**src/hdl/pla_station_regs.svh**
```systemverilog
// Register offsets, field positions, reset values and timing counts
`ifndef PLA_STATION_REGS_SVH
`define PLA_STATION_REGS_SVH
// ----------------------------------------
// Register byte offsets
// ----------------------------------------
`define PLA_CTRL_OFS     8'h00
`define PLA_OWN_ADDR_OFS 8'h04
`define PLA_REPLY_OFS    8'h08
`define PLA_ONESHOT_OFS  8'h0c
`define PLA_STATUS_OFS   8'h10
`define PLA_RX_DATA_OFS  8'h14
// ----------------------------------------
// Field positions
// ----------------------------------------
`define PLA_CTRL_START   0
`define PLA_CTRL_REPLY   1
`define PLA_CTRL_CLR_OK  2
`define PLA_ST_DONE      0
`define PLA_ST_MATCH     1
`define PLA_ST_ADDR_OK   2
`define PLA_ST_RX_VALID  3
// ----------------------------------------
// Reset values
// ----------------------------------------
`define PLA_OWN_ADDR_RST 8'h65
`define PLA_REPLY_RST    8'hb4
`define PLA_REPLY_EN_RST 1'h1
// ----------------------------------------
// Timing
// ----------------------------------------
`define PLA_SYS_CLK_KHZ  40000
`define PLA_SYS_CLK_NS   25
`define PLA_MASTER_KHZ   4000
`define PLA_MASTER_DIV   (`PLA_SYS_CLK_KHZ / `PLA_MASTER_KHZ)
`define PLA_ONE_SHOT_NS  1250
`define PLA_ONE_SHOT_CYC ((`PLA_ONE_SHOT_NS + `PLA_SYS_CLK_NS - 1) / `PLA_SYS_CLK_NS)
`define PLA_CODE_BITS    8
`endif

```
**src/hdl/pla_pkg.sv**
```systemverilog
// Types shared by the party line station
package pla_pkg;
  // Pulse phase counter, Gray along 00 -> 01 -> 11
  typedef enum logic [1:0] {
    PH_REST  = 2'b00,
    PH_SHORT = 2'b01,
    PH_LONG  = 2'b11
  } pla_phase_type;
  typedef enum logic [1:0] {
    RESP_OKAY   = 2'b00,
    RESP_SLVERR = 2'b10
  } pla_resp_type;
endpackage

```
**src/hdl/pla_station.sv**
```systemverilog
// Party line address station with AXI4-Lite register access
//
// Chosen here: the AXI4-Lite interface to the registers and the placing of the registers.
`timescale 1ns/100ps
`include "pla_station_regs.svh"

// Functional notes
// - Zero sent 2:1 high, one 1:2
// - Send eight bits, then inhibit driver
// - Classify pulse widths, shift into register
// - Own address match enables reply transmission
// - One wrong bit stops the exchange
// - Master clock divider cleared while inhibited
// - Phase counter cycles 00, 01, 11
// - Code bit selects mark output, rate/6
// - Pulse end advances bit counter, shifts
// - Eighth pulse sets transmit done, stops all
// - Leading edge fires midway width one-shot
// - Received trailing edge shifts one-shot level
// - Narrow pulse gives one, wide gives zero
// - Match clears done, requests parallel load
// - Load reply code, return to shift mode
// - Transmitting isolates register from receiver
// - Follow-on data passed only after match
module pla_station (
  // Clock and reset
  input  wire logic        sys_clk,
  input  wire logic        arst_n,
  // AXI4-Lite write
  input  wire logic [7:0]  awaddr,
  input  wire logic        awvalid,
  output logic             awready,
  input  wire logic [31:0] wdata,
  input  wire logic [3:0]  wstrb,
  input  wire logic        wvalid,
  output logic             wready,
  output logic [1:0]       bresp,
  output logic             bvalid,
  input  wire logic        bready,
  // AXI4-Lite read
  input  wire logic [7:0]  araddr,
  input  wire logic        arvalid,
  output logic             arready,
  output logic [31:0]      rdata,
  output logic [1:0]       rresp,
  output logic             rvalid,
  input  wire logic        rready,
  // Party line
  input  wire logic        line_rx,
  output logic             line_tx,
  output logic             line_tx_oe
);

  // ----------------------------------------
  // State
  // ----------------------------------------
  logic [3:0]             presc;
  logic [2:0]             bit_counter, rx_count, own_tail;
  logic [7:0]             code_shift_reg, own_addr, reply_code, oneshot_len, width_one_shot, rx_data;
  logic [31:0]            rd_word;
  pla_pkg::pla_phase_type phase;
  logic                   clock_divide_flop, transmit_done_flop, load_pending, reply_en, addr_ok, rx_valid;
  logic                   rx_s1, rx_s2, rx_s3, next_line_tx, master_tick, div_tick, running;
  logic                   short_mark_output, long_mark_output, current_code_bit, pulse_end;
  logic                   receive_gate_enable, receive_clock_gate, receive_data_gate, serial_code_in;
  logic                   address_match_gate, os_on, rx_rise, rx_fall;
  logic                   wr_go, rd_go, start_req, clr_ok_req, rd_hit, wr_hit;

  // ----------------------------------------
  // Derived strobes
  // ----------------------------------------
  // Master tick and divided clock falling edge
  assign master_tick = (presc == 4'(`PLA_MASTER_DIV - 1));
  assign div_tick    = master_tick && clock_divide_flop;
  assign running     = !transmit_done_flop && !load_pending;
  // Mark outputs of the phase counter
  assign short_mark_output = (phase != pla_pkg::PH_REST);
  assign long_mark_output  = (phase == pla_pkg::PH_LONG);
  assign current_code_bit  = code_shift_reg[0];
  assign pulse_end = div_tick && running && (phase == pla_pkg::PH_LONG);
  // Receive path gating, shut until our own last trailing edge has left the synchroniser
  assign receive_gate_enable = transmit_done_flop && !load_pending && !line_tx_oe && (own_tail == 3'h0);
  assign receive_clock_gate  = rx_fall && receive_gate_enable;
  assign os_on               = (width_one_shot != 8'h00);
  assign receive_data_gate   = os_on && receive_gate_enable;
  assign serial_code_in      = receive_data_gate;
  assign rx_rise             = rx_s2 && !rx_s3;
  assign rx_fall             = !rx_s2 && rx_s3;
  // Continuous comparison against own address
  assign address_match_gate = receive_gate_enable && (code_shift_reg == own_addr);
  // Line level: zero uses the long-high mark, one the short-high mark
  assign next_line_tx = running && (current_code_bit ? long_mark_output : short_mark_output);

  // ----------------------------------------
  // Master clock prescaler and divide-by-two
  // ----------------------------------------
  // Held clear while inhibited so restart is in phase
  always_ff @(posedge sys_clk or negedge arst_n) begin
    if (!arst_n) begin
      presc             <= 4'h0;
      clock_divide_flop <= 1'b0;
    end else if (transmit_done_flop) begin
      presc             <= 4'h0;
      clock_divide_flop <= 1'b0;
    end else if (master_tick) begin
      presc             <= 4'h0;
      clock_divide_flop <= !clock_divide_flop;
    end else begin
      presc <= presc + 4'h1;
    end
  end

  // Three state pulse phase counter
  always_ff @(posedge sys_clk or negedge arst_n) begin
    if (!arst_n) begin
      phase <= pla_pkg::PH_REST;
    end else if (!running) begin
      phase <= pla_pkg::PH_REST;
    end else if (div_tick) begin
      unique case (phase)
        pla_pkg::PH_REST:  phase <= pla_pkg::PH_SHORT;
        pla_pkg::PH_SHORT: phase <= pla_pkg::PH_LONG;
        pla_pkg::PH_LONG:  phase <= pla_pkg::PH_REST;
        default:           phase <= pla_pkg::PH_REST;
      endcase
    end
  end

  // Bit counter, advanced at each pulse end
  always_ff @(posedge sys_clk or negedge arst_n) begin
    if (!arst_n) begin
      bit_counter <= 3'h0;
    end else if (transmit_done_flop) begin
      bit_counter <= 3'h0;
    end else if (pulse_end) begin
      bit_counter <= bit_counter + 3'h1;
    end
  end

  // Transmit done flop and pending parallel load
  always_ff @(posedge sys_clk or negedge arst_n) begin
    if (!arst_n) begin
      transmit_done_flop <= 1'b1;
      load_pending       <= 1'b0;
    end else begin
      if (pulse_end && bit_counter == 3'(`PLA_CODE_BITS - 1)) begin
        transmit_done_flop <= 1'b1;
      end else if ((address_match_gate && reply_en) || (start_req && transmit_done_flop)) begin
        transmit_done_flop <= 1'b0;
        load_pending       <= 1'b1;
      end
      if (div_tick && load_pending) begin
        load_pending <= 1'b0;
      end
    end
  end

  // Code shift register: load, transmit shift, receive shift
  always_ff @(posedge sys_clk or negedge arst_n) begin
    if (!arst_n) begin
      code_shift_reg <= 8'h00;
    end else if (div_tick && load_pending) begin
      code_shift_reg <= reply_code;
    end else if (pulse_end) begin
      code_shift_reg <= {1'b0, code_shift_reg[7:1]};
    end else if (receive_clock_gate) begin
      code_shift_reg <= {serial_code_in, code_shift_reg[7:1]};
    end
  end

  // Driver output and enable
  always_ff @(posedge sys_clk or negedge arst_n) begin
    if (!arst_n) begin
      line_tx    <= 1'b0;
      line_tx_oe <= 1'b0;
    end else begin
      line_tx    <= next_line_tx;
      line_tx_oe <= !transmit_done_flop;
    end
  end

  // ----------------------------------------
  // Receiver
  // ----------------------------------------
  // Line input synchroniser, edge history and own driver history
  always_ff @(posedge sys_clk or negedge arst_n) begin
    if (!arst_n) begin
      rx_s1    <= 1'b0;
      rx_s2    <= 1'b0;
      rx_s3    <= 1'b0;
      own_tail <= 3'h0;
    end else begin
      rx_s1    <= line_rx;
      rx_s2    <= rx_s1;
      rx_s3    <= rx_s2;
      own_tail <= {own_tail[1:0], line_tx_oe};
    end
  end

  // Width one-shot, fired by leading edge
  always_ff @(posedge sys_clk or negedge arst_n) begin
    if (!arst_n) begin
      width_one_shot <= 8'h00;
    end else if (rx_rise) begin
      width_one_shot <= oneshot_len;
    end else if (os_on) begin
      width_one_shot <= width_one_shot - 8'h01;
    end
  end

  // Follow-on data capture, gated by address match
  always_ff @(posedge sys_clk or negedge arst_n) begin
    if (!arst_n) begin
      rx_count <= 3'h0;
      rx_data  <= 8'h00;
      rx_valid <= 1'b0;
      addr_ok  <= 1'b0;
    end else begin
      if (receive_clock_gate) begin
        rx_count <= rx_count + 3'h1;
      end
      if (receive_clock_gate && rx_count == 3'(`PLA_CODE_BITS - 1) && addr_ok) begin
        rx_data  <= {serial_code_in, code_shift_reg[7:1]};
        rx_valid <= 1'b1;
      end else if (rd_go && araddr == `PLA_RX_DATA_OFS) begin
        rx_valid <= 1'b0;
      end
      if (address_match_gate) begin
        addr_ok <= 1'b1;
      end else if (clr_ok_req) begin
        addr_ok <= 1'b0;
      end
    end
  end

  // ----------------------------------------
  // AXI4-Lite slave
  // ----------------------------------------
  // Address and data taken together, one write at a time
  assign awready    = awvalid && wvalid && !bvalid;
  assign wready     = awready;
  assign wr_go      = awready;
  assign arready    = !rvalid;
  assign rd_go      = arvalid && arready;
  assign start_req  = wr_go && wstrb[0] && wdata[`PLA_CTRL_START] && awaddr == `PLA_CTRL_OFS;
  assign clr_ok_req = wr_go && wstrb[0] && wdata[`PLA_CTRL_CLR_OK] && awaddr == `PLA_CTRL_OFS;
  assign wr_hit     = (awaddr == `PLA_CTRL_OFS) || (awaddr == `PLA_OWN_ADDR_OFS) ||
                      (awaddr == `PLA_REPLY_OFS) || (awaddr == `PLA_ONESHOT_OFS);

  // Writable registers
  always_ff @(posedge sys_clk or negedge arst_n) begin
    if (!arst_n) begin
      own_addr    <= `PLA_OWN_ADDR_RST;
      reply_code  <= `PLA_REPLY_RST;
      oneshot_len <= 8'(`PLA_ONE_SHOT_CYC);
      reply_en    <= `PLA_REPLY_EN_RST;
    end else if (wr_go && wstrb[0]) begin
      unique case (awaddr)
        `PLA_CTRL_OFS:     reply_en    <= wdata[`PLA_CTRL_REPLY];
        `PLA_OWN_ADDR_OFS: own_addr    <= wdata[7:0];
        `PLA_REPLY_OFS:    reply_code  <= wdata[7:0];
        `PLA_ONESHOT_OFS:  oneshot_len <= wdata[7:0];
        default:           reply_en    <= reply_en;
      endcase
    end
  end

  // Write response
  always_ff @(posedge sys_clk or negedge arst_n) begin
    if (!arst_n) begin
      bvalid <= 1'b0;
      bresp  <= pla_pkg::RESP_OKAY;
    end else if (wr_go) begin
      bvalid <= 1'b1;
      bresp  <= wr_hit ? pla_pkg::RESP_OKAY : pla_pkg::RESP_SLVERR;
    end else if (bready) begin
      bvalid <= 1'b0;
    end
  end

  // Read mux
  always_comb begin
    rd_word = 32'h0000_0000;
    rd_hit  = 1'b1;
    unique case (araddr)
      `PLA_CTRL_OFS:     rd_word[`PLA_CTRL_REPLY] = reply_en;
      `PLA_OWN_ADDR_OFS: rd_word[7:0] = own_addr;
      `PLA_REPLY_OFS:    rd_word[7:0] = reply_code;
      `PLA_ONESHOT_OFS:  rd_word[7:0] = oneshot_len;
      `PLA_STATUS_OFS:   rd_word = {16'h0000, code_shift_reg, 1'b0, bit_counter,
                                    rx_valid, addr_ok, address_match_gate, transmit_done_flop};
      `PLA_RX_DATA_OFS:  rd_word[7:0] = rx_data;
      default:           rd_hit = 1'b0;
    endcase
  end

  // Read response
  always_ff @(posedge sys_clk or negedge arst_n) begin
    if (!arst_n) begin
      rvalid <= 1'b0;
      rdata  <= 32'h0000_0000;
      rresp  <= pla_pkg::RESP_OKAY;
    end else if (rd_go) begin
      rvalid <= 1'b1;
      rdata  <= rd_word;
      rresp  <= rd_hit ? pla_pkg::RESP_OKAY : pla_pkg::RESP_SLVERR;
    end else if (rready) begin
      rvalid <= 1'b0;
    end
  end
endmodule // pla_station

```
**config.mk**
```make
export PLATFORM = sky130hd
export DESIGN_NAME = pla_station
export DESIGN_NICKNAME = d
export VERILOG_FILES = /design/src/hdl/pla_pkg.sv /design/src/hdl/pla_station.sv
export VERILOG_INCLUDE_DIRS = /design/src /design/src/hdl
export SDC_FILE = /design/constraint.sdc
export NUM_CORES = 1
export LEC_CHECK = 0
export BUFFER_PORTS_ARGS = -buffer_cell sky130_fd_sc_hd__buf_2
export CAP_MARGIN = 20
export CORE_UTILIZATION = 55
export DETAILED_ROUTE_END_ITERATION = 10
export GPL_ROUTABILITY_DRIVEN = 0
export HOLD_SLACK_MARGIN = 0.15
export PLACE_DENSITY = 0.81
export SYNTH_ARGS = -nofsm -noshare
export SYNTH_HDL_FRONTEND = slang
export SYNTH_SLANG_ARGS = --single-unit
```
**constraint.sdc**
```tcl
create_clock -name sys_clk -period 6 [get_ports sys_clk]
set_input_delay 0.3 -clock sys_clk [delete_from_list [all_inputs] [get_ports sys_clk]]
set_output_delay 0.3 -clock sys_clk [all_outputs]
set_load 0.02 [all_outputs]
```
Yosys cells after proc, flatten, opt, wreduce, memory -nomap -nowiden. Index checks and enable logic that the tools add are counted. Widths: inputs -> output; s select.

Input port bits: 60. Word-level logic and storage cells: 144. Output and inout port bits: 43. Register bits: 112.

Add/subtract/negate cells: 4. Reductions and logical operators: 62. Equality and inequality tests: 16. Multiplexer cells: 35.

Operator list (number): $mux 8 (6); $eq 8x4->1 const B (4); $pmux 6 s5 (1); $logic_and 1x1->1 (28); $reduce_bool 2->1 (10); $mux 1 (17); $eq 8x3->1 const B (2); $eq 8x5->1 const B (2); $logic_not 8->1 (2); $reduce_and 2->1 (5); $eq 8x8->1 (1); $logic_not 1->1 (8); $mux 2 (4); $mux 4 (2); $reduce_bool 8->1 (1); $sub 8x1->8 const B (1); $add 3x1->3 const B (2); $eq 3x3->1 const B (2); $mux 3 (2); $pmux 1 s6 (1); $reduce_or 6->1 (1); $pmux 1 s5 (1); $add 4x1->4 const B (1); $eq 4x4->1 const B (1); other kinds (9) (12).

Logic depth before layout (Yosys ltp). Gate-level depths: netlist of run 1.

Depth in word-level cells: 10. Depth in mapped cells: 9. Mapped depth without buffers: 6.

Worst setup path after synthesis of run 1. No wires, ideal clock.

Path type: register -> register. Start point: reg bvalid. End point: reg own_addr[1]. Required time: 5875 ps. Setup slack: 3890 ps. Cell stages (with the launch flop): 6. Data arrival time: 1986 ps. Buffers on the path: 1. Library setup time: 125 ps. Cells stage by stage: dfrtp_1 and3b_1 clkbuf_1 nand3b_1 nor3_2 mux2_2.

Cells in the longest elaborated chain, start to end: 4.

RTL lines: from (decl) (RTL line pla_station.sv:38) `output logic bvalid,`; from (signal assigned) (RTL line pla_station.sv:271) `bvalid <= 1'b0;`; from (signal assigned) (RTL line pla_station.sv:274) `bvalid <= 1'b1;`; from (signal assigned) (RTL line pla_station.sv:277) `bvalid <= 1'b0;`; $logic_not 1->1 (RTL line pla_station.sv:240) `assign awready = awvalid && wvalid && !bvalid;`; $logic_and 1x1->1 (RTL line pla_station.sv:240); via awready (RTL line pla_station.sv:32) `output logic awready,`; $logic_and 1x1->1 (RTL line pla_station.sv:257) `end else if (wr_go && wstrb[0]) begin`; $reduce_and 2->1 (no line); to (signal assigned) (RTL line pla_station.sv:253) `` own_addr <= `PLA_OWN_ADDR_RST; ``; to (signal assigned) (RTL line pla_station.sv:260) `` `PLA_OWN_ADDR_OFS: own_addr <= wdata[7:0]; ``; to (decl) (RTL line pla_station.sv:59) `logic [7:0] code_shift_reg, own_addr, reply_code, oneshot_len, width_one_shot, rx_data;`.

The timed path passes the listed nets, and every way through them passes these cells. A chain may end at the register's enable or synchronous reset.

Final worst setup path of run 1.
Start point: reg transmit_done_flop. End point: reg rx_data[0].

Cells in the longest elaborated chain, start to end: 6.

RTL lines: from (decl) (RTL line pla_station.sv:62) `logic clock_divide_flop, transmit_done_flop, load_pending, reply_en, addr_ok, rx_valid;`; from (signal assigned) (RTL line pla_station.sv:143) `transmit_done_flop <= 1'b1;`; from (signal assigned) (RTL line pla_station.sv:147) `transmit_done_flop <= 1'b1;`; from (signal assigned) (RTL line pla_station.sv:149) `transmit_done_flop <= 1'b0;`; $logic_and 1x1->1 (3 in a row) (RTL line pla_station.sv:82) `assign receive_gate_enable = transmit_done_flop && !load_pending && !line_tx_oe && (own_tail == 3'h0);`; $logic_and 1x1->1 (RTL line pla_station.sv:83) `assign receive_clock_gate = rx_fall && receive_gate_enable;`; $logic_and 1x1->1 (2 in a row) (RTL line pla_station.sv:222) `` if (receive_clock_gate && rx_count == 3'(`PLA_CODE_BITS - 1) && addr_ok) begin ``; to (signal assigned) (RTL line pla_station.sv:223) `rx_data <= {serial_code_in, code_shift_reg[7:1]};`; to (decl) (RTL line pla_station.sv:59).

Every way passes these cells.

==> results.txt, run 1 <==
Hold Vio Cnt, Final: 0
Pwr/cell area: 313 mW/mm^2
Reg-to-reg slack, setup: 3100 ps
DR WL/cell: 17.1 microns
Ant. Diodes: 0
Hold Crit Class: in -> reg
Hold Slack: 202 ps
Synthesized area per cell: 12.1 sq um
Final setup viols: 0
CP Max Fanout: 14
Worst path bufs/invs: 0
Unrepaired setup endpoints after global routing: false
Crit path cell chain: or4b_4, nor4_4, and3_1, mux2_2
Worst Tran Pin Value: 885 ps
Initial core utilization: 57.7%
Slew headroom: 40.9%
Critical Path Source Type: flop
Synth unique cells: 59
Post-CTS setup buffers: 0
Final setup TNS: 0 ps
1st-iter DRT viols: 172
Largest net degree at the start of global routing: 67
Root Driver: clkbuf_8
Initial DRT Pass Iterations: 4
Full die area: 0.00859 sq mm
Sequential share of the synthesized area: 52.4%
Worst-Skew Late Latency: 360 ps
Port Buf Inserts: 57
Post-DR vias/cell: 5.85
Netlist Area Pre-Place: 0.00452 sq mm
Resize count post-CTS: 0
Clk buf depth: 2
Crit Path Class: reg -> reg
Fillers: 602
Synth top area share: 44.8%
CTS Hold Bufs: 3
Core footprint: 0.00785 sq mm
Cells on worst reg2reg path: 4
Ys flop type: dfrtp_1
CTS H-Tree Depth: 3
Final Critical Period: 2900 ps
Crit. End Element: flop
Hold Path End: oneshot_len[4]$_DFFE_PN1P_
Synth top area cells: dfrtp_1, mux2_2, dfstp_2
Clock Skews: 11.3 ps
Die Span Y: 92.7 microns
Die X: 92.7 microns
Reg2reg end: rx_data[0]$_DFFE_PN0P_
HPWL after DPL: 6600 microns
Max Slew Vio Count: 0
Post-synth ARST share: 100%
Synthesis Warnings: 0
DRC errors left: 0
Maxcap violations: 0
Synth Register Bits: 94
Via count: 3131
Vias in the first global route: 3032
Crit path from: transmit_done_flop$_DFFE_PN1P_
Post-route ant nets: 0
Run status: complete, no violations
Worst EP arrival: 3140 ps
Post-synth EDFFs: 0
P_leak: 2.41 nW
Gr usage total: 23.1%
Worst flop-to-flop path startpoint: transmit_done_flop$_DFFE_PN1P_
Initial antenna violation count: 0
Slowest CP cell: dfstp_2
Ports: 103
Final Cycle Share: 48.3%
Nets: 496
Share of cells above drive strength 1: 33.0%
Gr ovfl total: 0
Area growth, synth to finish: 10.7%
WL final: 9120 microns
CTS clock-pin slew for the worst setup and hold paths: 100 ps
WHS Path Cells: 2
Synth Instances: 374
CP required: 6250 ps
Std cell rows: 32
Largest Register: rdata
Area leader, netlist: dfrtp_1
Global-route wire length before repair: 15100 microns
Family with the most delay on the worst path: simple AND/OR/NAND/NOR gates
CTS tree: done
WP depth: 4
Clock sink count: 94
Worst VDD drop: 119 uV
Total CTS buffers: 9
Crit path largest cell delay: 720 ps
Worst min-delay path startpoint: wdata[4]
Max reg flops: 16
FMAX: 345 MHz
==> cell usage after synthesis, types with 2 or more instances <==
cell      instances
a211oi_1          2
a21oi_1           6
a221o_1           6
a22o_1           16
a22oi_1           7
and3_1            2
and3b_1           2
buf_1             2
buf_4            20
clkbuf_1         11
dfrtp_1          81
dfstp_2          13
ha_1              8
inv_1            10
mux2_2           43
mux2i_1          12
nand2_1          22
nand2b_1          8
nor2_1           10
nor2b_1           3
nor3_1            8
nor3_2            5
nor4_1            5
nor4b_1           7
o21ai_0          10
o22ai_1           6
o41ai_1           2
or3_1             3
xnor2_1           4
xor2_1           11
==> through the flow <==
| step | cells | utilization, % | cell area [sq um] | power, mW | setup WS [ps] |
|---|---|---|---|---|---|
| after floorplan | 391 | - | 4590 | 1.08 | 3890 |
| after global placement | 515 | 61.0 | 4790 | 1.16 | 3190 |
| after detailed placement | 515 | 61.0 | 4790 | 1.18 | 3120 |
| after CTS | 534 | 63.7 | 5000 | 1.58 | 3100 |
| after global routing | 535 | 63.8 | 5010 | 1.66 | 2960 |
| final | 535 | 63.8 | 5010 | 1.57 | 3100 |
==> final cells by class <==
type / count / area [sq um] / area share, %
clock buffers: 9 / 124 / 2.47
inverters: 10 / 37.5 / 0.749
flip-flops and latches: 94 / 2370 / 47.3
well taps: 102 / 128 / 2.55
repair buffers: 62 / 333 / 6.64
multi-input cells: 251 / 1960 / 39.2
clock inverters: 7 / 57.6 / 1.15
==> cells by family after synthesis <==
group	after synthesis	share of synthesized area [%]
muxes	56	13.9
AOI/OAI and AO/OA	67	11.0
buffers and inverters	46	5.70
DFF	94	52.4
xor gates and xnor gates	15	2.90
adders and majority gates	8	2.21
and+or+nand+nor	87	11.9
other	1	0.0829
==> cell usage in the layout, fill, tap and decap left out, types with 9 or more instances in the layout <==
master    instances
dfstp_2          13
inv_1            10
a22o_1           16
o21ai_0          10
nand2_1          22
conb_1           18
clkbuf_8          9
mux2_2           43
mux2i_1          12
buf_2            56
nor2_1           10
dfrtp_1          81
xor2_1           11
==> where the power goes <==
part           switching, mW  internal, mW  leakage, nW
combinational          0.186         0.172         1.12
sequential            0.0940         0.727         1.21
clock                  0.234         0.156       0.0881
==> routing by layer <==
metal  vias to the layer above  track usage [%]  part of all wire, %
met4                         0             10.3                  2.2
met3                        15             4.11                  5.9
li1                       1452                -                    -
met2                       112             37.2                   47
met1                      1552             30.8                   45
met5                         -                0                    0
==> worst max-delay path by stage <==
| stage | end | slack (ps) |
|---|---|---|
| finish | rx_data[0]$_DFFE_PN0P_ | 3100 |
| global route | rx_data[0]$_DFFE_PN0P_ | 2960 |
| CTS | rx_data[0]$_DFFE_PN0P_ | 3100 |
| detailed placement | rx_data[0]$_DFFE_PN0P_ | 3120 |
| global placement | rx_data[3]$_DFFE_PN0P_ | 3190 |
| floorplan | own_addr[1]$_DFFE_PN0P_ | 3890 |
No activity file was read; power rests on OpenSTA's default activity.
==> run 2: changes to the inputs <==
--- a/config.mk
+++ b/config.mk
@@ -8,11 +8,11 @@
 export LEC_CHECK = 0
 export BUFFER_PORTS_ARGS = -buffer_cell sky130_fd_sc_hd__buf_2
 export CAP_MARGIN = 20
-export CORE_UTILIZATION = 55
+export CORE_UTILIZATION = 54
 export DETAILED_ROUTE_END_ITERATION = 10
 export GPL_ROUTABILITY_DRIVEN = 0
 export HOLD_SLACK_MARGIN = 0.15
-export PLACE_DENSITY = 0.81
+export PLACE_DENSITY = 0.8
 export SYNTH_ARGS = -nofsm -noshare
 export SYNTH_HDL_FRONTEND = slang
 export SYNTH_SLANG_ARGS = --single-unit
==> constraint.sdc (replaced) <==
create_clock -name sys_clk -period 2.8 [get_ports sys_clk]
set_input_delay 0.14 -clock sys_clk [delete_from_list [all_inputs] [get_ports sys_clk]]
set_output_delay 0.14 -clock sys_clk [all_outputs]
set_load 0.02 [all_outputs]
==> run 2 against run 1 <==
Effect of this change: non-clock buffer count is 20 higher; critical path depth stayed put; register-to-register slack worse by 2600 ps; flip-flop and latch count is the same.
==> results.txt, run 2 (synthesis results as in run 1) <==
Run status: complete, no violations
WL final: 9420 microns (+3.2%)
Initial antenna violation count: 0 (unchanged)
CP required: 3050 ps (-3200 ps)
Post-DR vias/cell: 5.67 (-3.1%)
Largest Register: rdata
Clk buf depth: 2 (unchanged)
Gr usage total: 23.7% (+0.58 points)
Crit path largest cell delay: 580 ps (-140 ps)
Share of cells above drive strength 1: 32.9% (-0.13 points)
Post-CTS setup buffers: 0 (unchanged)
DR WL/cell: 16.9 microns (-1.0%)
Full die area: 0.00875 sq mm (+1.8%)
Nets: 516 (+4.0%)
Crit Path Class: reg -> reg
CTS tree: done
Pwr/cell area: 668 mW/mm^2 (+110%)
Family with the most delay on the worst path: simple AND/OR/NAND/NOR gates
Hold Slack: 196 ps (-5.25 ps)
Max Slew Vio Count: 0 (unchanged)
Switch Pwr: 1.08 mW (+110%)
Final setup viols: 0 (unchanged)
Maxcap violations: 0 (unchanged)
Crit. End Element: flop
Hold Vio Cnt, Final: 0 (unchanged)
Vias in the first global route: 3123 (+3.0%)
Initial DRT Pass Iterations: 4 (unchanged)
Final Critical Period: 2290 ps (-604 ps)
Crit path cell chain: or4b_4, nor4_4, and3_1, mux2_2
Sw frac: 31.0% (-1.8 points)
Port Buf Inserts: 57 (unchanged)
Clock Power Share: 26.8% (+1.9 points)
Die X: 93.5 microns (+0.91%)
Via count: 3163 (+1.0%)
Gr ovfl total: 0 (unchanged)
Initial core utilization: 55.3% (-2.3 points)
Root Driver: clkbuf_8
Unrepaired setup endpoints after global routing: false
Final Cycle Share: 81.9% (+34 points)
Worst Tran Pin Value: 740 ps (-145 ps)
FMAX: 436 MHz (+26%)
HPWL after DPL: 6740 microns (+2.2%)
Worst path bufs/invs: 0 (unchanged)
Core footprint: 0.00818 sq mm (+4.2%)
DRC errors left: 0 (unchanged)
Post-route setup slack: 508 ps (-2600 ps)
Power Internal: 2.41 mW (+130%)
Worst EP arrival: 2540 ps (-600 ps)
Std cell rows: 33 (+3.1%)
Die Span Y: 93.5 microns (+0.91%)
CP Max Fanout: 9 (-5)
Area growth, synth to finish: 15.5%
Multi-input gate area: 0.00196 sq mm (unchanged)
1st-iter DRT viols: 148 (-14%)
Post-placement cell area: 0.00485 sq mm (+1.2%)
Ant. Diodes: 0 (unchanged)
Max reg flops: 16 (unchanged)
CTS H-Tree Depth: 3 (unchanged)
Worst-Skew Late Latency: 360 ps (about the same)
Largest net degree at the start of global routing: 44 (-34%)
Slowest CP cell: or4b_4
Post-route ant nets: 0 (unchanged)
Reg power frac: 50.2% (-2.1 points)
Global-route wire length before repair: 15600 microns (+3.1%)
Slew headroom: 50.4% (+9.5 points)
P_leak: 2.52 nW (+4.3%)
Critical Path Source Type: flop
Clock Skews: 11.1 ps (-0.184 ps)
Most frequent cells in the layout: dfrtp_1, buf_2, mux2_2
Clock sink count: 94 (unchanged)
Seq. cell area: 0.00237 sq mm (unchanged)
Fillers: 629 (+4.5%)
Most common cell after layout, fill and taps aside: dfrtp_1
Hold Crit Class: in -> reg
Ports: 103 (unchanged)
DP Worst Slack: 535 ps (-2580 ps)
Worst VDD drop: 330 uV (+180%)
Core Util, Final: 63.9% (+0.072 points)
Design Area, Final: 0.00523 sq mm (+4.3%)
Final setup TNS: 0 ps (unchanged)
Comb pwr share: 23.0% (+0.2 points)
CTS clock-pin slew for the worst setup and hold paths: 90 ps (about the same)
Total CTS buffers: 9 (unchanged)
## run 2: cell types whose count changed in the layout (fill, tap and decap cells not counted), sizes merged
cell,before,now
clkbuf,9,11
dlygate4sd3,3,17
bufinv,0,1
buf,59,65
inv,13,11
clkinvlp,2,1
## run 2: final timing paths
check	start	to	slack [ps]	cells past startpoint
setup reg to reg	load_pending$_DFFE_PN0P_	rx_data[0]$_DFFE_PN0P_	510	4
max in group asynchronous	arst_n	reply_code[7]$_DFFE_PN1P_	1690	3
hold reg to reg	rx_s1$_DFF_PN0_	rx_s2$_DFF_PN0_	360	0
setup / recovery	load_pending$_DFFE_PN0P_	rx_data[0]$_DFFE_PN0P_	510	4
hold / removal	araddr[6]	rresp[1]$_DFFE_PN0P_	200	4
min in group asynchronous	arst_n	presc[1]$_DFF_PN0_	300	2
## run 2: cell type report
class,count,share of cell area (%)
multi-input combinational,251,37.5
clock inverter,5,1.08
sequential,94,45.3
inverter,10,0.718
tap,105,2.51
clock buffer,11,2.90
timing repair buffer,82,9.91
## run 2: metal layers
layer  vias up  track usage, %  wire length (microns)
met2       125            36.1                   4340
met4         0            10.9                    241
met5         -               0                      0
met3        21            5.12                    571
li1       1476               -                      -
met1      1541            32.5                   4260
## run 2: stage by stage
step / power (mW) / cells
floorplan: 2.32 / 391
global placement: 2.50 / 525
detailed placement: 2.55 / 525
CTS: 3.49 / 558
global route: 3.67 / 558
finish: 3.49 / 558
## run 2: what timing repair did
item                                    CTS  global route
endpoints found under the hold margin    72             0
endpoints found under the setup margin    0             0
resized for setup                         0             0
hold buffers                             17             0
## run 2: worst min-delay path, delay by kind of cell
family	cells	cell delay (ps)
buffers and inverters	1	80
AO/OA/AOI/OAI	2	190
AND/OR/NAND/NOR	1	110
## run 2: power groups by stage
stage	sequential (mW)	combinational, mW	clock (mW)
global placement	1.76	0.744	0
finish	1.75	0.801	0.937
CTS	1.75	0.803	0.942
detailed placement	1.77	0.782	0
floorplan	1.72	0.607	0
global route	1.77	0.892	1.01
==> run 3: changes to the inputs <==
==> constraint.sdc (replaced) <==
create_clock -name sys_clk -period 2.2 [get_ports sys_clk]
set_input_delay 0.11 -clock sys_clk [delete_from_list [all_inputs] [get_ports sys_clk]]
set_output_delay 0.11 -clock sys_clk [all_outputs]
set_load 0.02 [all_outputs]
==> run 3 against run 2 <==
Effect of this change: critical path depth rose by 1; power rose by 30%; flip-flop and latch count did not move; routed wire length rose by 0.63%; count of clock-buffer cells in the layout fell by 2; global-route usage fell by 0.38 points; sequential power rose by 27%; worst setup slack got worse by 410 ps; worst hold slack got worse by 48 ps; fmax rose by 9.2%; clock skew fell by 1.2 ps; critical endpoint is now rx_data[2]$_DFFE_PN0P_; largest cell class unchanged.
==> results.txt, run 3 (synthesis results as in run 1) <==
Run status: complete, no violations
Crit Path Class: reg -> reg
Met1 usage: 31.9% (-0.59 points)
Worst min-delay path startpoint: araddr[6]
CP Max Fanout: 9 (unchanged)
DRC errors left: 0 (unchanged)
CTS clock-pin slew for the worst setup and hold paths: 90 ps (about the same)
Largest net degree at the start of global routing: 47 (+6.8%)
Max reg flops: 16 (unchanged)
Slew headroom: 52.4% (+2.0 points)
Post-placement cell area: 0.00491 sq mm (+1.3%)
Clock Skews: 9.89 ps (-1.22 ps)
Root Driver: clkbuf_8
Worst-Skew Late Latency: 360 ps (about the same)
Met3 usage: 4.55% (-0.57 points)
Global-route wire length before repair: 15500 microns (-0.58%)
Hold Path End: rresp[1]$_DFFE_PN0P_
DR WL/cell: 16.8 microns (-0.27%)
Gr usage total: 23.3% (-0.38 points)
Design Area, Final: 0.00530 sq mm (+1.4%)
Gr ovfl total: 0 (unchanged)
Most frequent cells in the layout: dfrtp_1, buf_2, mux2_2
Worst EP arrival: 2350 ps (-190 ps)
Post-DR vias/cell: 5.74 (+1.2%)
Nets: 521 (+0.97%)
Total CTS buffers: 9 (unchanged)
Ports: 103 (unchanged)
Max Slew Vio Count: 0 (unchanged)
Die Span Y: 93.5 microns (unchanged)
Std cell rows: 33 (unchanged)
Final setup TNS: 0 ps (unchanged)
Post-route ant nets: 0 (unchanged)
Hold Crit Class: in -> reg
Cells on worst reg2reg path: 5 (+1)
Worst Tran Pin Value: 709 ps (-30.9 ps)
Clock sink count: 94 (unchanged)
Port Buf Inserts: 57 (unchanged)
Final setup viols: 0 (unchanged)
WHS Path Cells: 4 (unchanged)
CTS H-Tree Depth: 3 (unchanged)
HPWL after DPL: 6710 microns (-0.40%)
Reg-to-reg slack, setup: 100 ps (-410 ps)
Worst VDD drop: 451 uV (+37%)
Die X: 93.5 microns (unchanged)
Share of cells above drive strength 1: 33.6% (+0.73 points)
Core footprint: 0.00818 sq mm (unchanged)
Met2 GRT Util: 37.7% (+1.7 points)
1st-iter DRT viols: 219 (+48%)
Initial core utilization: 55.3% (unchanged)
Initial DRT Pass Iterations: 4 (unchanged)
Most common cell after layout, fill and taps aside: dfrtp_1
GRT busiest layer: met2
Full die area: 0.00875 sq mm (unchanged)
Initial antenna violation count: 0 (unchanged)
CTS tree: done
Final Cycle Share: 95.4% (+14 points)
Vias in the first global route: 3091 (-1.0%)
Largest Register: rdata
Final Critical Period: 2100 ps (-193 ps)
Hold Vio Cnt, Final: 0 (unchanged)
Ant. Diodes: 0 (unchanged)
Clk buf depth: 2 (unchanged)
Via count: 3230 (+2.1%)
Crit. End Element: flop
Critical Path Source Type: flop
FMAX: 477 MHz (+9.2%)
Maxcap violations: 0 (unchanged)
Unrepaired setup endpoints after global routing: false
Pwr/cell area: 855 mW/mm^2 (+28%)
Reg2reg end: rx_data[2]$_DFFE_PN0P_
P_leak: 2.55 nW (+1.3%)
Post-CTS setup buffers: 0 (unchanged)
Area growth, synth to finish: 17.1%
Worst flop-to-flop path startpoint: transmit_done_flop$_DFFE_PN1P_
CP required: 2450 ps (-600 ps)
WL final: 9480 microns (+0.63%)
-- run 3: cell types whose count changed in the layout (fill, tap and decap cells not counted) --
cell / before / now
clkinv_2: 2 / 1
clkinvlp_4: 1 / 3
buf_12: 0 / 2
and2_1: 0 / 1
clkbuf_8: 11 / 9
and2_0: 1 / 0
bufinv_16: 1 / 2
buf_4: 9 / 12
-- run 3: area by class of cell --
| type | instances | area (sq um) |
|---|---|---|
| inverters | 10 | 37.5 |
| flip-flops and latches | 94 | 2370 |
| multi-input cells | 251 | 1960 |
| fillers | 630 | 2880 |
| clock inverters | 7 | 96.3 |
| clock buffers | 9 | 124 |
| repair buffers | 87 | 581 |
| well taps | 105 | 131 |
-- run 3: timing repair --
| item | 4_1_cts | 5_1_grt |
|---|---|---|
| gates resized for setup | 0 | 1 |
| hold buffers | 17 | 0 |
| setup endpoints to repair | 0 | 7 |
| endpoints found under the hold margin | 113 | 0 |
-- run 3: worst max-delay path by stage --
stage,start,to,cells after the start
global placement,presc[1]$_DFF_PN0_,code_shift_reg[4]$_DFFE_PN0P_,6
CTS,presc[1]$_DFF_PN0_,code_shift_reg[6]$_DFFE_PN0P_,6
detailed placement,presc[1]$_DFF_PN0_,code_shift_reg[6]$_DFFE_PN0P_,6
floorplan,bvalid$_DFFE_PN0P_,own_addr[1]$_DFFE_PN0P_,5
finish,transmit_done_flop$_DFFE_PN1P_,rx_data[2]$_DFFE_PN0P_,5
global route,presc[1]$_DFF_PN0_,code_shift_reg[5]$_DFFE_PN0P_,6
-- run 3: critical path, cell delays in order (launching register included) --
cell	delay, ps
dfstp_2	540
or4b_4	480
nor4_4	250
and3_1	240
buf_12	140
mux2_2	340
-- run 3: per-stage QoR --
step	hold slack [ps]	cells	setup slack (ps)	total power, mW	utilization [%]
4_1_cts	153	563	65.9	4.54	64.8
3_5_place_dp	67.6	530	94.7	3.27	60.1
2_1_floorplan	-186	391	89.6	2.96	-
3_3_place_gp	66.6	530	173	3.21	60.1
6_report	149	563	102	4.53	64.8
5_1_grt	192	563	19.0	4.75	64.8
-- run 3: metal layers --
layer | wire length [microns] | part of all wire (%) | up-vias
met5 | 0 | 0 | -
met4 | 92 | 0.97 | 0
met3 | 496 | 5.2 | 8
met2 | 4530 | 48 | 122
met1 | 4360 | 46 | 1608
li1 | - | - | 1492
-- run 3: where the power goes --
| part | total, mW | leakage [nW] | switching [mW] | internal, mW |
|---|---|---|---|---|
| Sequential | 2.23 | 1.21 | 0.244 | 1.98 |
| Clock | 1.26 | 0.102 | 0.615 | 0.642 |
| Combinational | 1.05 | 1.24 | 0.533 | 0.515 |
| Total | 4.53 | 2.55 | 1.39 | 3.14 |
